**config.mk**
```make
export PLATFORM = sky130hd
export DESIGN_NAME = sadc_top
export DESIGN_NICKNAME = d
export VERILOG_FILES = /design/src/hdl/sadc_pkg.sv /design/src/hdl/sadc_settle.sv /design/src/hdl/sadc_sar.sv /design/src/hdl/sadc_top.sv
export SDC_FILE = /design/constraint.sdc
export NUM_CORES = 1
export LEC_CHECK = 0
export BUFFER_PORTS_ARGS = -buffer_cell sky130_fd_sc_hd__buf_2
export CAP_MARGIN = 5
export CORE_ASPECT_RATIO = 0.6
export CORE_MARGIN = 1
export CORE_UTILIZATION = 30
export DETAILED_ROUTE_END_ITERATION = 8
export GPL_TIMING_DRIVEN = 0
export HOLD_SLACK_MARGIN = 0.02
export PLACE_DENSITY = 0.57
export SLEW_MARGIN = 10
export SYNTH_ARGS = -nofsm -noshare
export SYNTH_HDL_FRONTEND = slang
export SYNTH_SLANG_ARGS = --single-unit
```
**constraint.sdc**
```tcl
create_clock -name clk_i -period 2.2 [get_ports clk_i]
set_input_delay 0.22 -clock clk_i [delete_from_list [all_inputs] [get_ports clk_i]]
set_output_delay 0.22 -clock clk_i [all_outputs]
set_load 0.005 [all_outputs]
```
**src/hdl/sadc_pkg.sv**
```systemverilog
/*
  package for the successive-approximation converter control block: register map, field positions,
  reset values, timing counts and carrier types.
  assumes a single 25 MHz clock shared with the cpu register port.
*/
// Notes on behaviour
// - finished result lands in 8-bit result register
// - input at high reference gives ff, no overflow
// - input at low reference gives zero
// - conversion 64 clocks, sampling 31.5 clocks (code samples 32, rounded up)
// - result scales linearly, 255 times input over span
// - bits 2:0 select one of eight inputs
// - after power-on settle, convert selected channel continuously
// - end of conversion sets done bit 7, no interrupt
// - control write aborts, clears done, restarts conversion
// - reading result clears the done flag
// - bit 5 powers converter on, clear stops it
// - bit 4 always reads zero
// - deep low-power disables converter, needs resettle
// - wait-for-interrupt leaves converter running
// - analog use keeps digital pin reads working
// - reset clears both registers to zero
package sadc_pkg;
  localparam logic [7:0] ADDR_RESULT          = 8'h70;
  localparam logic [7:0] ADDR_CONTROL_STATUS  = 8'h71;
  localparam logic [7:0] ADDR_IRQ_STATUS      = 8'h72;
  localparam logic [7:0] ADDR_IRQ_MASK        = 8'h73;
  localparam int         BIT_DONE             = 7;
  localparam int         BIT_POWER            = 5;
  localparam int         BIT_RSVD4            = 4;
  localparam int         CHAN_MSB             = 2;
  localparam logic [7:0] CSR_RESET            = 8'h00;
  localparam logic [7:0] RESULT_RESET         = 8'h00;
  localparam logic [7:0] CSR_WRITE_MASK       = 8'h67;
  localparam logic [7:0] FULL_SCALE           = 8'hFF;
  localparam logic [7:0] ZERO_SCALE           = 8'h00;
  localparam int         CLK_HZ               = 25000000;
  localparam int         CONV_CYCLES          = 64;
  localparam int         SAMPLE_HALF_CYCLES   = 63;
  localparam int         SAMPLE_CYCLES        = (SAMPLE_HALF_CYCLES + 1) / 2;
  localparam int         SETTLE_US            = 30;
  localparam int         SETTLE_CYCLES        = (SETTLE_US * (CLK_HZ / 1000000) + 0);
  localparam int         NUM_BITS             = 8;
  localparam int         IRQ_BIT_DONE         = 0;
  localparam int         IRQ_BIT_OVERRUN      = 1;

  typedef struct packed {
    logic [7:0] addr;
    logic [7:0] wdata;
    logic       wr;
    logic       rd;
  } sadc_bus_type;
endpackage

```
**src/hdl/sadc_settle.sv**
```systemverilog
/*
  settle timer: counts the stabilisation interval after power-on or wake.
  assumes power and halt inputs synchronous to clk_i.
*/
`timescale 1ns/100ps
module sadc_settle #(
  parameter int SETTLE_CYCLES = sadc_pkg::SETTLE_CYCLES
) (
  input  wire logic clk_i,
  input  wire logic rst_i,
  input  wire logic run_i,
  output logic      ready_o
);
  localparam int CW = $clog2(SETTLE_CYCLES + 1);
  logic [CW-1:0] cnt_reg;

  // any drop of run restarts the wait, so a halt wake resettles
  always_ff @(posedge clk_i) begin
    if (rst_i || !run_i) begin
      cnt_reg <= '0;
      ready_o <= 1'b0;
    end else if (cnt_reg == CW'(SETTLE_CYCLES - 1)) begin
      ready_o <= 1'b1;
    end else begin
      cnt_reg <= cnt_reg + 1'b1;
    end
  end
endmodule

```
**src/hdl/sadc_sar.sv**
```systemverilog
/*
  successive-approximation engine: 32 sample cycles then 8 bit trials over 32 cycles.
  assumes comparator input valid one cycle after the trial code is shown.
*/
`timescale 1ns/100ps
module sadc_sar (
  input  wire logic       clk_i,
  input  wire logic       rst_i,
  input  wire logic       go_i,
  input  wire logic       abort_i,
  input  wire logic       cmp_above_i,
  output logic            sample_o,
  output logic [7:0]      trial_o,
  output logic            done_o,
  output logic [7:0]      value_o
);
  logic [5:0] cyc_reg;
  logic       busy_reg;
  logic [2:0] bit_idx;

  assign bit_idx = 3'(7 - ((cyc_reg - 6'(sadc_pkg::SAMPLE_CYCLES)) >> 2));

  // the half cycle of sampling is rounded up to a whole clock
  always_ff @(posedge clk_i) begin
    done_o <= 1'b0;
    if (rst_i || abort_i) begin
      cyc_reg  <= '0;
      busy_reg <= 1'b0;
      sample_o <= 1'b0;
      trial_o  <= '0;
    end else if (!busy_reg) begin
      if (go_i) begin
        busy_reg <= 1'b1;
        sample_o <= 1'b1;
        cyc_reg  <= '0;
      end
    end else begin
      cyc_reg <= cyc_reg + 1'b1;
      if (cyc_reg == 6'(sadc_pkg::SAMPLE_CYCLES - 1)) begin
        sample_o <= 1'b0;
        trial_o  <= 8'h80;
      end else if (cyc_reg >= 6'(sadc_pkg::SAMPLE_CYCLES) && cyc_reg[1:0] == 2'h3) begin
        // keep the bit if input is not below the trial level; linear binary weighting
        if (!cmp_above_i) trial_o[bit_idx] <= 1'b0;
        if (bit_idx != 3'h0) trial_o[bit_idx - 3'h1] <= 1'b1;
        if (cyc_reg == 6'(sadc_pkg::CONV_CYCLES - 1)) begin
          // restart on the same edge: an idle clock here would stretch the period to 65
          busy_reg <= go_i;
          sample_o <= go_i;
          done_o   <= 1'b1;
          value_o  <= {trial_o[7:1], trial_o[0] & cmp_above_i};
        end
      end
    end
  end
endmodule

```
**src/hdl/sadc_top.sv**
```systemverilog
/*
  converter control block: register port, channel mux select, settle timer, sar engine,
  sticky event status with mask and one level interrupt.
  assumes cpu port synchronous to clk_i; comparator, mux and sample-and-hold are analog outside.
*/
`timescale 1ns/100ps
module sadc_top #(
  parameter int SETTLE_CYCLES = sadc_pkg::SETTLE_CYCLES
) (
  input  wire logic       clk_i,
  input  wire logic       rst_i,
  input  wire logic [7:0] addr_i,
  input  wire logic [7:0] wdata_i,
  input  wire logic       wr_i,
  input  wire logic       rd_i,
  input  wire logic       halt_i,
  input  wire logic       wait_i,
  input  wire logic       cmp_above_i,
  output logic [7:0]      rdata_o,
  output logic [2:0]      channel_select_o,
  output logic            sample_o,
  output logic [7:0]      trial_o,
  output logic            analog_power_o,
  output logic            irq_o
);
  sadc_pkg::sadc_bus_type bus;
  logic [7:0] control_status_reg;
  logic [7:0] result_reg;
  logic [1:0] irq_status_reg;
  logic [1:0] irq_mask_reg;
  logic       settled;
  logic       conv_done;
  logic [7:0] conv_value;
  logic       csr_wr;
  logic       result_rd;
  logic       status_rd;
  logic       running;
  logic       sample_int;
  logic [7:0] trial_int;

  assign bus       = '{addr: addr_i, wdata: wdata_i, wr: wr_i, rd: rd_i};
  assign csr_wr    = bus.wr && bus.addr == sadc_pkg::ADDR_CONTROL_STATUS;
  assign result_rd = bus.rd && bus.addr == sadc_pkg::ADDR_RESULT;
  assign status_rd = bus.rd && bus.addr == sadc_pkg::ADDR_IRQ_STATUS;
  // wait state is ignored on purpose: conversions carry on
  assign running   = control_status_reg[sadc_pkg::BIT_POWER] && !halt_i;

  sadc_settle #(
    .SETTLE_CYCLES (SETTLE_CYCLES)
  ) u_settle (
    .clk_i   (clk_i),
    .rst_i   (rst_i),
    .run_i   (running),
    .ready_o (settled)
  );

  sadc_sar u_sar (
    .clk_i       (clk_i),
    .rst_i       (rst_i),
    .go_i        (settled && running),
    .abort_i     (csr_wr || !running),
    .cmp_above_i (cmp_above_i),
    .sample_o    (sample_int),
    .trial_o     (trial_int),
    .done_o      (conv_done),
    .value_o     (conv_value)
  );

  // control/status: write keeps only writable bits, done flag is hardware owned
  always_ff @(posedge clk_i) begin
    if (rst_i) begin
      control_status_reg <= sadc_pkg::CSR_RESET;
    end else begin
      if (csr_wr) begin
        control_status_reg[6:0] <= bus.wdata[6:0] & sadc_pkg::CSR_WRITE_MASK[6:0];
      end
      if (conv_done && !csr_wr) begin
        control_status_reg[sadc_pkg::BIT_DONE] <= 1'b1;
      end else if (csr_wr || result_rd) begin
        control_status_reg[sadc_pkg::BIT_DONE] <= 1'b0;
      end
    end
  end

  // result moves only with the done flag, so a read never sees a half-built code
  always_ff @(posedge clk_i) begin
    if (rst_i) begin
      result_reg <= sadc_pkg::RESULT_RESET;
    end else if (conv_done && !csr_wr) begin
      result_reg <= conv_value;
    end
  end

  // side events: overrun = new result while previous one unread; converter itself raises none
  always_ff @(posedge clk_i) begin
    if (rst_i) begin
      irq_status_reg <= '0;
      irq_mask_reg   <= '0;
    end else begin
      if (bus.wr && bus.addr == sadc_pkg::ADDR_IRQ_MASK) begin
        irq_mask_reg <= bus.wdata[1:0];
      end
      for (int i = 0; i < 2; i++) begin
        if (status_rd) irq_status_reg[i] <= 1'b0;
      end
      if (conv_done && !csr_wr) begin
        irq_status_reg[sadc_pkg::IRQ_BIT_DONE] <= 1'b1;
        if (control_status_reg[sadc_pkg::BIT_DONE]) irq_status_reg[sadc_pkg::IRQ_BIT_OVERRUN] <= 1'b1;
      end
    end
  end

  always_ff @(posedge clk_i) begin
    if (rst_i) begin
      irq_o <= 1'b0;
    end else begin
      // a finished conversion is only logged; it never pulls the line, overrun alone does
      irq_o <= irq_status_reg[sadc_pkg::IRQ_BIT_OVERRUN] & irq_mask_reg[sadc_pkg::IRQ_BIT_OVERRUN];
    end
  end

  // read port; unmapped addresses answer zero; digital pin reads live elsewhere, untouched here
  always_ff @(posedge clk_i) begin
    if (rst_i) begin
      rdata_o <= '0;
    end else if (!bus.rd) begin
      rdata_o <= '0;
    end else if (bus.addr == sadc_pkg::ADDR_RESULT) begin
      rdata_o <= result_reg;
    end else if (bus.addr == sadc_pkg::ADDR_CONTROL_STATUS) begin
      rdata_o <= control_status_reg & ~(8'h01 << sadc_pkg::BIT_RSVD4);
    end else if (bus.addr == sadc_pkg::ADDR_IRQ_STATUS) begin
      rdata_o <= {6'h00, irq_status_reg};
    end else if (bus.addr == sadc_pkg::ADDR_IRQ_MASK) begin
      rdata_o <= {6'h00, irq_mask_reg};
    end else begin
      rdata_o <= '0;
    end
  end

  always_ff @(posedge clk_i) begin
    if (rst_i) begin
      channel_select_o <= '0;
      sample_o         <= 1'b0;
      trial_o          <= '0;
      analog_power_o   <= 1'b0;
    end else begin
      channel_select_o <= control_status_reg[sadc_pkg::CHAN_MSB:0];
      sample_o         <= sample_int;
      trial_o          <= trial_int;
      analog_power_o   <= running;
    end
  end
endmodule

```
==> impl_metrics.env <==
export IMPL_status="complete, no violations"
export IMPL_ys_flop_type="dfxtp_1"
export IMPL_ys_async_sr_fraction_pct=0
export IMPL_grt_use_total_pct=13.8
export IMPL_maxCapViolations=0
export IMPL_grt_pass1_wl_um=10900
export IMPL_drv_slew=0
export IMPL_p_comb_share_pct=1.7
export IMPL_clock_root_buffer="clkbuf_16"
export IMPL_setup_viol=0
export IMPL_holdWs_ps=137
export IMPL_drt_iter0_drc=182
export IMPL_synth_yosys_warnings=0
export IMPL_period_needed_ps=2100
export IMPL_wirelength_um=6630
export IMPL_layout_nets=387
export IMPL_grt_overflow=0
export IMPL_portBuffers=40
export IMPL_yosysSeqAreaShare_pct=53.0
export IMPL_clk_pin_slew_worst_paths_ps=60
export IMPL_ys_ff_latch=76
export IMPL_n_antenna_cell=0
export IMPL_p_sw_w=0.000595
export IMPL_drtPass1Iterations=4
export IMPL_finish_utilization_pct=39.1
export IMPL_synth_distinct_cells=49
export IMPL_stdcell_area_mm2=0.00370
export IMPL_seqPwrFrac_pct=47.4
export IMPL_cts_resized_gates=1
export IMPL_wl_per_cell_um=13.4
export IMPL_post_cts_buffers=0
export IMPL_vias=2274
export IMPL_clock_path_buffers=2
export IMPL_min_period_over_period_pct=95.7
export IMPL_postPlaceCellArea_mm2=0.00338
export IMPL_p_int_w=0.00235
export IMPL_rsz0062_at_grt="no"
export IMPL_p_per_area_mw_per_mm2=796
export IMPL_synth_area_per_cell_um2=9.84
export IMPL_die_area_mm2=0.0105
export IMPL_cp_end_kind="flip-flop"
export IMPL_p_leak_nw=1.48
export IMPL_start_util_pct=31.9
export IMPL_p_total_w=0.00295
export IMPL_syn_area_mm2=0.00302
export IMPL_die_w_um=132
export IMPL_antenna_found_initial=0
export IMPL_num_rows=27
export IMPL_grt_max_degree=14
export IMPL_dieHeight_um=79.7
export IMPL_drcViolationCount=0
export IMPL_path_cells="or3b_2 -> inv_1 -> nand2b_1 -> buf_6 -> buf_12 -> nor2_2"
export IMPL_cts_tree="built"
export IMPL_drive_gt1_share_pct=18.5
export IMPL_largest_reg_flops=10
export IMPL_worst_pin_slew_ps=811
export IMPL_yosys_area_top_type="dfxtp_1"
export IMPL_core_area_mm2=0.00946
export IMPL_vias_per_cell=4.61
export IMPL_synth_top_cell_area_share_pct=45.1
export IMPL_clock_fmax_mhz=475
export IMPL_hold_violations=0
export IMPL_yosysMostFrequentCell="dfxtp_1"
export IMPL_synth_edff_count=8
export IMPL_slowest_delay_ps=520
export IMPL_clock_latency_ps=330
export IMPL_globalplace_congestion=0.822
export IMPL_area_growth_pct=22.6
export IMPL_cts_max_level=3
export IMPL_dpl_hpwl_um=4710
export IMPL_cp_start_kind="flip-flop"
export IMPL_arrival_ps=2100
export IMPL_critPathRequiredTime_ps=2190
export IMPL_ant_nets=0
export IMPL_cts_sinks=76
export IMPL_synth_area_leaders="dfxtp_1, edfxtp_1, mux2i_1, nor2_1, a21oi_1"
export IMPL_syn_inst=307
export IMPL_slowest_stage="or3b_2"
export IMPL_ctsHoldBuffers=0
export IMPL_peakVddDrop_v=0.000457
export IMPL_netSwitchingFraction_pct=20.2
export IMPL_ios=45
export IMPL_hold_class="input port to flip-flop"
export IMPL_synth_common_cells="dfxtp_1, nor2_1, a21oi_1"
export IMPL_relSlewSlack_pct=45.5
export IMPL_numCtsBuffers=9
export IMPL_critPathMaxFanout=10
export IMPL_grt_pass1_vias=2129
export IMPL_crit_type="flip-flop to flip-flop"
export IMPL_skew_ps=4.53
export IMPL_setup_tns_ps=0
export IMPL_syn_num_nets=336
export IMPL_clkPwrFrac_pct=50.9
-- cells in the final DEF, fill, tap and decap left out, types with 3 or more instances in the layout --
cell type / netlist / final
buf_2: 0 / 40
or2_2: 3 / 3
clkbuf_16: 0 / 11
nor3_1: 7 / 7
a21oi_1: 24 / 24
mux2i_1: 17 / 17
ha_1: 6 / 6
nand3_1: 11 / 11
inv_1: 10 / 10
and2_1: 4 / 4
edfxtp_1: 8 / 8
nand3b_1: 3 / 3
a22o_1: 4 / 4
nand2_1: 17 / 17
nor2b_1: 16 / 16
a31oi_1: 3 / 3
nand4b_1: 3 / 3
dfxtp_1: 68 / 68
o21ai_0: 12 / 12
nor2_1: 40 / 39
xor2_1: 7 / 7
clkbuf_1: 7 / 8
-- metal layers --
layer | wire, µm | vias to the layer above | GRT usage [%]
met2 | 2580 | 45 | 18.7
li1 | - | 1179 | -
met1 | 3630 | 1044 | 19.5
met5 | 0 | - | 0
met3 | 364 | 6 | 5.65
met4 | 59 | 0 | 4.19
-- final cells by class --
| class | instances | area [µm²] |
|---|---|---|
| clock buffer | 13 | 293 |
| timing repair buffer | 40 | 200 |
| fill | 953 | 5760 |
| multi-input combinational | 210 | 1310 |
| inverter | 10 | 37.5 |
| sequential | 76 | 1600 |
| clock inverter | 3 | 23.8 |
| buffer | 11 | 73.8 |
| tap | 130 | 163 |
-- worst paths after layout --
kind / start / to / slack, ps / depth (start not counted)
max: control_status_reg[5] / u_sar.value_o[2] / 100 / 6
max reg2reg: control_status_reg[5] / u_sar.value_o[2] / 100 / 6
min reg2reg: irq_mask_reg[1] / irq_o / 450 / 2
min: wdata_i[2] / control_status_reg[2] / 140 / 3
-- kinds of logic (layout without fill, tap and decap cells) --
| group | after synthesis | count (layout) | synth area share, % |
|---|---|---|---|
| xor gates and xnor gates | 7 | 7 | 2.03 |
| and+or+nand+nor | 124 | 124 | 21.9 |
| adders and majority gates | 6 | 6 | 2.49 |
| DFF | 76 | 76 | 53.0 |
| AOI/OAI and AO/OA | 56 | 56 | 11.2 |
| buffers and inverters | 21 | 77 | 3.69 |
| muxes | 17 | 17 | 5.63 |
-- power groups by stage --
stage / Combinational [W] / Clock, W / Sequential, W
2_1_floorplan: 0.0000210 / 0 / 0.00143
3_3_place_gp: 0.0000495 / 0 / 0.00143
3_5_place_dp: 0.0000502 / 0 / 0.00143
4_1_cts: 0.0000505 / 0.00154 / 0.00140
5_1_grt: 0.0000552 / 0.00161 / 0.00140
6_report: 0.0000502 / 0.00150 / 0.00140
-- metrics by stage --
step / cells / worst slack (ps)
finish: 493 / 95.6
global route: 493 / 9.87
CTS: 493 / 100
detailed placement: 477 / -73.5
global placement: 477 / -56.2
floorplan: 307 / 207
-- critical path, delay by kind of cell, from the launching register on --
family                 cells  cell delay (ps)
buffers and inverters      3              420
and+or+nand+nor            3              930
DFF                        1              420
Power figures use the tool's default switching activity.
